**config.mk**
```make
export PLATFORM = sky130hd
export DESIGN_NAME = fis_top
export DESIGN_NICKNAME = d
export VERILOG_FILES = /design/src/rtl/fis_pkg.sv /design/src/rtl/fis_frame_if.sv /design/src/rtl/fis_debounce.sv /design/src/rtl/fis_shifter.sv /design/src/rtl/fis_top.sv
export VERILOG_INCLUDE_DIRS = /design/src /design/src/rtl
export SDC_FILE = /design/constraint.sdc
export NUM_CORES = 1
export LEC_CHECK = 0
export BUFFER_PORTS_ARGS = -buffer_cell sky130_fd_sc_hd__buf_2
export CORE_ASPECT_RATIO = 0.8
export CORE_MARGIN = 3
export CORE_UTILIZATION = 45
export DETAILED_ROUTE_END_ITERATION = 10
export PLACE_DENSITY_LB_ADDON = 0.15
export SLEW_MARGIN = 10
export SYNTH_ARGS = -nofsm -noshare
export SYNTH_HDL_FRONTEND = slang
export SYNTH_SLANG_ARGS = --single-unit
```
**constraint.sdc**
```tcl
create_clock -name clk_sys -period 2.6 [get_ports clk_sys]
set_input_delay 0.52 -clock clk_sys [delete_from_list [all_inputs] [get_ports clk_sys]]
set_output_delay 0.52 -clock clk_sys [all_outputs]
set_load 0.02 [all_outputs]
```
**src/rtl/fis_defs.svh**
```systemverilog
// Constants for the field input serializer: timing, layout, register map
`ifndef FIS_DEFS_SVH
`define FIS_DEFS_SVH

// ****************************************
// Timing
// ****************************************
`define FIS_CLK_MHZ        40
`define FIS_TICK_NS        10000
`define FIS_DB_SHORT_NS    1000000
`define FIS_DB_LONG_NS     3000000
`define FIS_TICK_CYCLES    ((`FIS_TICK_NS * `FIS_CLK_MHZ) / 1000)
`define FIS_DB_SHORT_TICKS (`FIS_DB_SHORT_NS / `FIS_TICK_NS)
`define FIS_DB_LONG_TICKS  (`FIS_DB_LONG_NS / `FIS_TICK_NS)

// ****************************************
// Frame layout, output end first
// ****************************************
`define FIS_INPUTS     8
`define FIS_FRAME_BITS 11
`define FIS_POS_PAR    10
`define FIS_POS_UV     9
`define FIS_POS_HOT    8

// ****************************************
// Register map, byte addresses
// ****************************************
`define FIS_ADDR_STATUS 4'h0
`define FIS_ADDR_MASK   4'h4
`define FIS_ADDR_LIVE   4'h8
`define FIS_ADDR_FRAME  4'hc

// ****************************************
// Event bits of status and mask
// ****************************************
`define FIS_EV_INPUT 0
`define FIS_EV_UV    1
`define FIS_EV_OT    2
`define FIS_EV_SHDN  3
`define FIS_EV_W     4

`endif

```
**src/rtl/fis_pkg.sv**
```systemverilog
// Types shared by the field input serializer modules
`default_nettype none

package fis_pkg;

  // Index is {debounce_select_high, debounce_select_low}; open pin reads 1
  typedef enum logic [1:0] {
    FIS_DB_RSVD   = 2'h0,
    FIS_DB_BYPASS = 2'h1,
    FIS_DB_SHORT  = 2'h2,
    FIS_DB_LONG   = 2'h3
  } fis_db_mode_t;

  typedef struct packed {
    logic       s1;
    logic       s2;
    logic       stable;
    logic [8:0] cnt;
  } fis_chan_t;

  typedef struct packed {
    logic [8:0] div;
    logic       tick;
  } fis_tick_t;

  typedef struct packed {
    logic        clk_s1;
    logic        clk_s2;
    logic        clk_d;
    logic        ld_s1;
    logic        ld_s2;
    logic        ce_s1;
    logic        ce_s2;
    logic        si_s1;
    logic        si_s2;
    logic [10:0] sr;
  } fis_shf_t;

  typedef struct packed {
    logic [1:0]  db_s1;
    logic [1:0]  db_s2;
    logic        uv_s1;
    logic        uv_s2;
    logic        ot_s1;
    logic        ot_s2;
    logic        sd_s1;
    logic        sd_s2;
    logic [7:0]  prev_in;
    logic        prev_uv;
    logic        prev_ot;
    logic        prev_sd;
    logic        hot_n;
    logic        oe_n;
    logic [3:0]  status;
    logic [3:0]  mask;
    logic        ack;
    logic [31:0] rdata;
  } fis_top_t;

endpackage : fis_pkg

`default_nettype wire

```
**src/rtl/fis_frame_if.sv**
```systemverilog
// Carrier of debounced inputs and diagnostic bits to the shift register
`timescale 1ns/1ps
`default_nettype none

interface fis_frame_if;
  logic [7:0] inputs;
  logic       uv;
  logic       hot_n;
  logic       par;

  modport deb (output inputs);
  modport top (input inputs, output uv, output hot_n, output par);
  modport shf (input inputs, input uv, input hot_n, input par);
endinterface : fis_frame_if

`default_nettype wire

```
**src/rtl/fis_debounce.sv**
```systemverilog
// Synchronisers and debounce filters for the eight field inputs
`timescale 1ns/1ps
`default_nettype none

`include "fis_defs.svh"

module fis_debounce
  import fis_pkg::*;
(
  input  wire logic         clk_sys,
  input  wire logic         reset_n,
  input  wire logic [7:0]   field_input,
  input  wire fis_db_mode_t mode,
  fis_frame_if.deb          frm
);

  localparam logic [8:0] TICK_LAST  = 9'(`FIS_TICK_CYCLES - 1);
  localparam logic [8:0] SHORT_LAST = 9'(`FIS_DB_SHORT_TICKS - 1);
  localparam logic [8:0] LONG_LAST  = 9'(`FIS_DB_LONG_TICKS - 1);

  fis_tick_t tb;
  fis_tick_t next_tb;
  logic [8:0] limit;

  // ****************************************
  // 10 us time base
  // ****************************************
  always_comb begin
    next_tb      = tb;
    next_tb.tick = 1'b0;
    if (tb.div == TICK_LAST) begin
      next_tb.div  = 9'h000;
      next_tb.tick = 1'b1;
    end else begin
      next_tb.div = tb.div + 9'h001;
    end
  end

  always_ff @(posedge clk_sys or negedge reset_n) begin
    if (!reset_n) begin
      tb <= '0;
    end else begin
      tb <= next_tb;
    end
  end

  // Reserved select code falls back to the longest filter
  assign limit = (mode == FIS_DB_SHORT) ? SHORT_LAST : LONG_LAST;

  // ****************************************
  // Per-channel filter
  // ****************************************
  genvar g;
  generate
    for (g = 0; g < `FIS_INPUTS; g++) begin : g_chan
      fis_chan_t ch;
      fis_chan_t next_ch;

      always_comb begin
        next_ch    = ch;
        next_ch.s1 = field_input[g];
        next_ch.s2 = ch.s1;
        if (mode == FIS_DB_BYPASS) begin
          next_ch.stable = ch.s2;
          next_ch.cnt    = 9'h000;
        end else if (ch.s2 == ch.stable) begin
          next_ch.cnt = 9'h000;
        end else if (tb.tick) begin
          if (ch.cnt >= limit) begin
            next_ch.stable = ch.s2;
            next_ch.cnt    = 9'h000;
          end else begin
            next_ch.cnt = ch.cnt + 9'h001;
          end
        end
      end

      always_ff @(posedge clk_sys or negedge reset_n) begin
        if (!reset_n) begin
          ch <= '0;
        end else begin
          ch <= next_ch;
        end
      end

      assign frm.inputs[g] = ch.stable;
    end
  endgenerate

endmodule : fis_debounce

`default_nettype wire

```
**src/rtl/fis_shifter.sv**
```systemverilog
// Parallel-load, serial-shift frame register on the sampled link pins
`timescale 1ns/1ps
`default_nettype none

`include "fis_defs.svh"

module fis_shifter
  import fis_pkg::*;
(
  input  wire logic clk_sys,
  input  wire logic reset_n,
  input  wire logic load_strobe_n,
  input  wire logic clock_gate_n,
  input  wire logic serial_clk,
  input  wire logic serial_in,
  fis_frame_if.shf  frm,
  output logic      serial_out,
  output logic [10:0] frame_now
);

  fis_shf_t st;
  fis_shf_t next_st;
  logic     rise;

  assign rise = st.clk_s2 & ~st.clk_d;

  always_comb begin
    next_st        = st;
    next_st.clk_s1 = serial_clk;
    next_st.clk_s2 = st.clk_s1;
    next_st.clk_d  = st.clk_s2;
    next_st.ld_s1  = load_strobe_n;
    next_st.ld_s2  = st.ld_s1;
    next_st.ce_s1  = clock_gate_n;
    next_st.ce_s2  = st.ce_s1;
    next_st.si_s1  = serial_in;
    next_st.si_s2  = st.si_s1;
    if (!st.ld_s2) begin
      // Load wins over clock and gate
      next_st.sr = {frm.par, frm.uv, frm.hot_n,
                    frm.inputs[0], frm.inputs[1], frm.inputs[2],
                    frm.inputs[3], frm.inputs[4], frm.inputs[5],
                    frm.inputs[6], frm.inputs[7]};
    end else if (rise && !st.ce_s2) begin
      next_st.sr = {st.sr[9:0], st.si_s2};
    end
  end

  always_ff @(posedge clk_sys or negedge reset_n) begin
    if (!reset_n) begin
      // Synced strobe and gate start at idle so reset is not a load
      st       <= '0;
      st.ld_s1 <= 1'b1;
      st.ld_s2 <= 1'b1;
      st.ce_s1 <= 1'b1;
      st.ce_s2 <= 1'b1;
    end else begin
      st <= next_st;
    end
  end

  assign serial_out = st.sr[`FIS_POS_PAR];
  assign frame_now  = st.sr;

endmodule : fis_shifter

`default_nettype wire

```
**src/rtl/fis_top.sv**
```systemverilog
// Field input serializer top: pins, diagnostics, register slave, interrupt
//
// Notes on behaviour
// - Each input accepted only after holding the selected 0, 1 or 3 ms.
// - Host strobes a parallel load, then clocks bits out serially.
// - Serial input feeds the first stage, allowing daisy chains of eight.
// - Odd parity bit covers the shifted status bits.
// - Overtemperature output goes low at the 150 C trip, else high.
// - Load low loads; gate low shifts on rising clock; gate high holds.
// - Frame from output end: parity, undervoltage, overtemp, inputs 0..7.
// - After eleven enabled edges, serial input data reaches the output.
// - Above the 170 C trip, the serial and overtemp outputs go high impedance.
`timescale 1ns/1ps
`default_nettype none

`include "fis_defs.svh"

module fis_top
  import fis_pkg::*;
(
  input  wire logic        clk_sys,
  input  wire logic        reset_n,
  input  wire logic [7:0]  field_input,
  input  wire logic        debounce_select_low,
  input  wire logic        debounce_select_high,
  input  wire logic        load_strobe_n,
  input  wire logic        clock_gate_n,
  input  wire logic        serial_clk,
  input  wire logic        serial_in,
  input  wire logic        undervoltage_detect,
  input  wire logic        temp_warn_trip,
  input  wire logic        temp_shutdown_trip,
  output logic             serial_out,
  output logic             serial_out_oe_n,
  output logic             overtemp_flag_n,
  output logic             overtemp_flag_oe_n,
  input  wire logic [3:0]  avs_address,
  input  wire logic        avs_read,
  input  wire logic        avs_write,
  input  wire logic [31:0] avs_writedata,
  output logic [31:0]      avs_readdata,
  output logic             avs_waitrequest,
  output logic             irq
);

  fis_top_t     st;
  fis_top_t     next_st;
  fis_db_mode_t mode;
  logic [3:0]   events;
  logic [10:0]  frame_now;
  logic         bus_req;

  fis_frame_if frm ();

  // ****************************************
  // Filters and shift register
  // ****************************************
  assign mode = fis_db_mode_t'(st.db_s2);

  fis_debounce u_debounce (
    .clk_sys     (clk_sys),
    .reset_n     (reset_n),
    .field_input (field_input),
    .mode        (mode),
    .frm         (frm.deb)
  );

  fis_shifter u_shifter (
    .clk_sys       (clk_sys),
    .reset_n       (reset_n),
    .load_strobe_n (load_strobe_n),
    .clock_gate_n  (clock_gate_n),
    .serial_clk    (serial_clk),
    .serial_in     (serial_in),
    .frm           (frm.shf),
    .serial_out    (serial_out),
    .frame_now     (frame_now)
  );

  // ****************************************
  // Diagnostic bits into the frame
  // ****************************************
  assign frm.uv    = st.uv_s2;
  assign frm.hot_n = st.hot_n;
  // Total of ones across all eleven bits comes out odd
  assign frm.par   = ~^{st.uv_s2, st.hot_n, frm.inputs};

  // ****************************************
  // Events for the sticky status
  // ****************************************
  always_comb begin
    events                = 4'h0;
    events[`FIS_EV_INPUT] = |(frm.inputs ^ st.prev_in);
    events[`FIS_EV_UV]    = st.uv_s2 ^ st.prev_uv;
    events[`FIS_EV_OT]    = st.ot_s2 ^ st.prev_ot;
    events[`FIS_EV_SHDN]  = st.sd_s2 & ~st.prev_sd;
  end

  assign bus_req = avs_read | avs_write;

  // ****************************************
  // Next state
  // ****************************************
  always_comb begin
    next_st         = st;
    next_st.db_s1   = {debounce_select_high, debounce_select_low};
    next_st.db_s2   = st.db_s1;
    next_st.uv_s1   = undervoltage_detect;
    next_st.uv_s2   = st.uv_s1;
    next_st.ot_s1   = temp_warn_trip;
    next_st.ot_s2   = st.ot_s1;
    next_st.sd_s1   = temp_shutdown_trip;
    next_st.sd_s2   = st.sd_s1;
    next_st.prev_in = frm.inputs;
    next_st.prev_uv = st.uv_s2;
    next_st.prev_ot = st.ot_s2;
    next_st.prev_sd = st.sd_s2;
    next_st.hot_n   = ~st.ot_s2;
    // A shorted driver heats the die, so release rather than fight it
    next_st.oe_n    = st.sd_s2;

    // One wait cycle per request; answer on the second edge
    next_st.ack = bus_req & ~st.ack;

    if (avs_read && !st.ack) begin
      unique case (avs_address)
        `FIS_ADDR_STATUS: next_st.rdata = {28'h000_0000, st.status};
        `FIS_ADDR_MASK:   next_st.rdata = {28'h000_0000, st.mask};
        `FIS_ADDR_LIVE:   next_st.rdata = {19'h0_0000, mode, st.sd_s2,
                                           st.uv_s2, st.ot_s2, frm.inputs};
        `FIS_ADDR_FRAME:  next_st.rdata = {21'h00_0000, frame_now};
        default:          next_st.rdata = 32'h0000_0000;
      endcase
    end

    // Set wins over a clear in the same cycle
    next_st.status = st.status | events;
    if (avs_write && st.ack) begin
      unique case (avs_address)
        `FIS_ADDR_STATUS: begin
          next_st.status = (st.status & ~avs_writedata[3:0]) | events;
        end
        `FIS_ADDR_MASK: begin
          next_st.mask = avs_writedata[3:0];
        end
        default: begin
        end
      endcase
    end
  end

  always_ff @(posedge clk_sys or negedge reset_n) begin
    if (!reset_n) begin
      st       <= '0;
      st.hot_n <= 1'b1;
    end else begin
      st <= next_st;
    end
  end

  // ****************************************
  // Outputs
  // ****************************************
  assign overtemp_flag_n    = st.hot_n;
  assign serial_out_oe_n    = st.oe_n;
  assign overtemp_flag_oe_n = st.oe_n;
  assign avs_readdata       = st.rdata;
  assign avs_waitrequest    = bus_req & ~st.ack;
  assign irq                = |(st.status & st.mask);

endmodule : fis_top

`default_nettype wire
```
# Word level (Yosys, flattened, before mapping)
# Cells that the tools add are included.
# totals
reg_bits	189
input_bits	57
out_inout_bits	38
wordCells	209
# op_classes
add_sub_neg	9
n_lt_le_gt_ge	8
n_eq_ne	23
mux	57
bitwise	16
n_reduce_logical	35
# op_table
cell	n
2-to-1 mux 9 bit	18
2-to-1 mux 10 bit	16
adder 9 x 1 -> 9 bit (second input constant)	9
>= comparator 9 bit	8
one-hot mux 13 bit (4 select lines)	1
AND reduction 3 bit	8
nonzero test 3 bit	8
2-to-1 mux 11 bit	2
nonzero test 2 bit	9
2-to-1 mux 1 bit	17
inequality test 2 x 1 -> 1 bit (second input constant)	8
XNOR reduction 10 bit	1
equality test 9 bit (second input constant)	1
bitwise AND 4 bit	2
equality test 1 bit	8
equality test 4 bit (second input constant)	2
2-to-1 mux 4 bit	2
2-to-1 mux 8 bit	1
bitwise OR 4 bit	2
OR reduction 8 bit	1
XOR 8 bit	1
equality test 4 x 3 -> 1 bit (second input constant)	1
zero test 4 bit	1
NOT 1 bit	4
11 further kinds	17

# Logic depth before layout (Yosys ltp)
# logic_depth
word_depth	7
ltp_mapped	11
mapped_depth_nobuf	8

# Cells and area by module
# Synthesis repeated with hierarchy kept, for this count alone.
# hier_totals
cells_unflattened	865
area_unflattened_um2	8775.9
# modules_own_cells
module	instances	cells_each	area_each_um2	seq_area_each_um2
fis_debounce	1	624	5833.1	2652.5
fis_top	1	160	2117.0	1102.3
fis_shifter	1	81	825.8	505.5

# Least setup slack after synthesis
# Ideal clock, no wire load.
# synth_path
path_type	register -> register
startpoint	register st, in the netlist mode[1]
endpoint	register u_debounce.g_chan[6].ch[3] (netlist name)
setup_time_ns	0.082
t_arrival_ns	2.272
required_ns	2.518
slack_ns	0.246
stages_incl_launch_ff	12
n_path_buf	3
synth_period_minus_slack_ns	2.354
path_cell_list	dfrtp_1 -> buf_6 -> nor2b_4 -> buf_6 -> inv_6 -> ha_1 -> a311o_1 -> o21ai_0 -> and4_1 -> buf_2 -> nand3_1 -> a31oi_1
# synth_between
elab_chain_cells	7
word_cells_on_any_way	9
classes_between	1 x order compare; 2 x eq/ne; 5 x mux; 1 x reduce/logical
# synth_lines
item	line_no	rtl
from (decl)	fis_top.sv:46	fis_top_t st;
from (signal assigned)	fis_top.sv:157	st <= next_st;
equality test 2 bit	fis_debounce.sv:48	assign limit = (mode == FIS_DB_SHORT) ? SHORT_LAST : LONG_LAST;
2-to-1 mux 9 bit	fis_debounce.sv:48	
>= comparator 9 bit	fis_debounce.sv:69	if (ch.cnt >= limit) begin
2-to-1 mux 9 bit	fis_debounce.sv:69	
2-to-1 mux 10 bit	fis_debounce.sv:68	end else if (tb.tick) begin
2-to-1 mux 9 bit	fis_debounce.sv:66	end else if (ch.s2 == ch.stable) begin
2-to-1 mux 10 bit	fis_debounce.sv:63	if (mode == FIS_DB_BYPASS) begin
to (signal assigned)	fis_debounce.sv:82	ch <= next_ch;
to (decl)	fis_debounce.sv:56	fis_chan_t ch;
# Parallel ways exist; a longest one is shown, timed or not. The select of a mux whose other input is x is not followed.
# A chain may end at the register's enable or synchronous reset.

# Final worst setup path
# layout_path
startpoint	register st, in the netlist mode[0]
endpoint	register u_debounce.g_chan[0].ch[8] (netlist name)
# layout_between
elab_chain_cells	7
word_cells_on_any_way	9
classes_between	1 x order compare; 2 x eq/ne; 5 x mux; 1 x reduce/logical
# layout_lines
item	line_no
equality test 2 bit	fis_debounce.sv:48
2-to-1 mux 9 bit	fis_debounce.sv:48
>= comparator 9 bit	fis_debounce.sv:69
2-to-1 mux 9 bit	fis_debounce.sv:69
2-to-1 mux 10 bit	fis_debounce.sv:68
2-to-1 mux 9 bit	fis_debounce.sv:66
2-to-1 mux 10 bit	fis_debounce.sv:63
to (signal assigned)	fis_debounce.sv:82
to (decl)	fis_debounce.sv:56
# Parallel ways exist; a longest one is shown, timed or not. The select of a mux whose other input is x is not followed.

==> qor.yml <==
drt:
  totalWireLength_um: 19000
  dr.first_iter.drc_count: 488
  via_count: 6464
  drc: 0
  wl_per_cell_um: 16.1
  drt-vias-per-instance: 5.47
  drtPass1Iterations: 6
  ant_nets: 0
clock_network:
  clock-sinks: 170
  clk-insertion-delay-late_ps: 430
  cts_buffers: 17
  root_buffer: "clkbuf_16"
  clock_pin_transition_on_the_worst_setup_and_hold_timing_paths_ps: 70
  clk_path_buf_depth: 2
  htreeDepth: 4
  cts_tree: "done"
cells_and_area:
  synthToLayoutAreaGrowth_pct: 11.2
  finalNetCount: 984
  mostFrequentLayoutCell: "dfrtp_1"
  nFillCells: 1665
  antenna_cells_inserted: 0
  ff_latch_area_um2: 4260
  drive_gt1_frac: 0.154
  multi_input_comb_area_um2: 4110
  post-route-cell-area_um2: 9820
  stdcell_count: 1181
  final_cell_mix: "165 x dfrtp_1, 108 x nand2_1, 60 x nor2_1"
flow_run:
  max-cap-violations: 0
timing:
  final_cycle_share: 0.945
  worst_pin_slew_ps: 865
  clock_skew_ps: 9.02
  unrepaired_setup_endpoints_after_global_routing: "no"
  finalSetupViolCount: 0
  max-slew-margin-rel: 0.419
  finalMaxSlewViolations: 0
  final_period_minus_worst_setup_slack_ps: 2460
  hold_violations: 0
  max_clock_freq_mhz: 407
  tns_ps: 0
worst_setup_path:
  reg2reg_setup_slack_ps: 140
  crit_family: "compound AO/OA/AOI/OAI gates"
  critical_path.n_buffers_inverters: 3
  max_stage_delay_ps: 410
  critPathArrivalTime_ps: 2790
  r2r-start: "mode[0]"
  worstPathCellList: "nor2b_4 > inv_6 > buf_4 > ha_1 > a311oi_2 > a21oi_1 > a2111oi_4 > buf_4 > nand4b_1 > a31oi_1"
  critical_path_class: "reg -> reg"
  setup.worst_path.start_class: "register"
  timing.critical_path.slowest_stage_cell: "dfrtp_1"
  worstRegToRegCells: 10
  timing.critical_path.mode_cell: "buf_4"
  required_ps: 2940
  regToRegEndpoint: "u_debounce.g_chan[0].ch[8]"
  crit_end_category: "register"
  worst-path-max-fanout: 12
global_routing:
  global_route_wire_length_before_repair_um: 31700
  grt_overflow_total: 0
  grt_max_degree: 72
  grt_antenna_before_repair: 0
  groute.usage.overall: 0.183
  first_global_vias: 6100
placement:
  port_buffers: 47
  place.detailed.instances: 1148
  finalWeightedCongestion: 0.841
  dp_hpwl_um: 12700
  postPlaceCellArea_um2: 9220
floorplan:
  rows: 45
  dieHeight_um: 131
  floorplan.initialDensity: 0.463
  core-area_um2: 19100
  die_width_um: 163
  dieArea_um2: 21300
  io_pins: 95
yosys:
  edff_count_synth: 0
  yosys.cell_types.count: 61
  register_bit_total_from_synthesis: 170
  syn_avg_cell_area_um2: 10.1
  seq_area_frac_synth: 0.482
  asyncSetResetFlopFracSynth: 1.00
  synthesis.area_um2: 8830
  synth_warnings: 0
  synthesis.instances: 878
  postSynth.topFlopCell: "dfrtp_1"
hold_path:
  tightest_hold_check_type: "in -> async"
power_and_ir_drop:
  power_report.internal_total_uw: 4520
  swShare: 0.292
  power.leakage_uw: 0.00419
  p_comb_frac: 0.132
  p_per_area_nw_per_um2: 651
  power.sequential.fraction: 0.473
  power.share.clock: 0.396
  netSwitchingPower_uw: 1870
  ir_drop_mv: 0.356
status:
  status: "completed"
area by class of cell:
cell class,count,area share
Clock buffer,18,0.0437
Clock inverter,14,0.0157
Inverter,10,0.00433
Multi-Input combinational cell,636,0.418
Sequential cell,170,0.434
Tap cell,258,0.0329
Timing Repair Buffer,75,0.0511
layer usage:
| metal | GRT usage | routed length (µm) | up-vias |
|---|---|---|---|
| met4 | 0.0479 | 172 | 0 |
| li1 | - | - | 3175 |
| met5 | 0 | 0 | - |
| met2 | 0.256 | 8170 | 129 |
| met3 | 0.0340 | 752 | 11 |
| met1 | 0.291 | 9900 | 3149 |
sequential cells by signal (all words and copies together), names as in the netlist, 2 cells and up:
register / flops
u_debounce.g_chan.ch: 88
st: 19
avs_readdata: 13
u_shifter.frame_now: 11
u_debounce.tb: 10
u_debounce.frm.inputs: 8
next_st: 7
u_shifter.next_st: 5
u_shifter.st: 4
mode: 2
through the flow:
stage	hold WS, ps	total power [µW]	utilization	setup WS [ps]
after floorplan	224	3650	-	246
after global placement	333	3900	0.483	198
after detailed placement	335	3920	0.483	179
after CTS	79.4	6460	0.513	120
after global routing	110	6680	0.514	25.0
final	70.7	6390	0.514	144
kinds of logic (layout without fill, tap and decap cells):
| family | after synthesis | in the layout | share of synthesized area |
|---|---|---|---|
| AO/OA/AOI/OAI | 177 | 177 | 0.144 |
| XOR/XNOR | 36 | 36 | 0.0357 |
| adder cells (fa/ha/maj) | 17 | 17 | 0.0241 |
| buffers and inverters | 90 | 117 | 0.0622 |
| flip-flops | 170 | 170 | 0.483 |
| multiplexers | 44 | 44 | 0.0574 |
| other | 1 | 19 | 0.000425 |
| AND/OR/NAND/NOR | 343 | 343 | 0.193 |
power groups by stage:
stage               sequential (µW)  clock [µW]  combinational (µW)
floorplan                      2970           0                 681
global placement               3070           0                 838
detailed placement             3070           0                 846
CTS                            3020        2580                 850
global route                   3050        2700                 930
finish                         3020        2530                 840
worst max path at each step:
stage,start,slack [ps],depth (start not counted),endpoint
floorplan,mode[1],250,11,u_debounce.g_chan[6].ch[3]
global placement,mode[0],200,8,u_debounce.g_chan[6].ch[8]
detailed placement,mode[0],180,8,u_debounce.g_chan[6].ch[8]
CTS,mode[0],120,10,u_debounce.g_chan[0].ch[8]
global route,mode[0],30,10,u_debounce.frm.inputs[0]
finish,mode[0],140,10,u_debounce.g_chan[0].ch[8]
cells in the mapped netlist, types with 4 or more instances:
master     count  area, µm²
a2111oi_4      5        138
a211oi_1       7       52.6
a21oi_1       37        185
a221oi_2       5       75.1
a22o_1         6       52.6
a22oi_1       14        105
a31oi_1       37        231
and2_1        17        106
and3_1        30        188
buf_1          4       15.0
buf_2          9       45.0
buf_4         39        293
buf_6          5       56.3
clkbuf_1      22       82.6
dfrtp_1      165       4130
dfstp_2        5        131
ha_1          17        213
inv_1          9       33.8
mux2_1         8       90.1
mux2_2         5       56.3
mux2i_1       27        270
mux4_2         4       90.1
nand2_1      108        405
nand3_1       56        280
nand3b_1      17        128
nand4b_1      13        114
nor2_1        60        225
nor3_1        21        105
nor4_1         5       31.3
o21ai_0       28        140
o21ai_1       14       70.1
o32a_1         4       40.0
xnor2_1       19        166
xor2_1        17        149
repair_timing:
action | in CTS | in global routing
endpoints found under the setup margin | 0 | 9
gates resized for setup | 0 | 3
hold buffers | 0 | 0
buffers inserted | 0 | 1
Power figures use the tool's default switching activity.
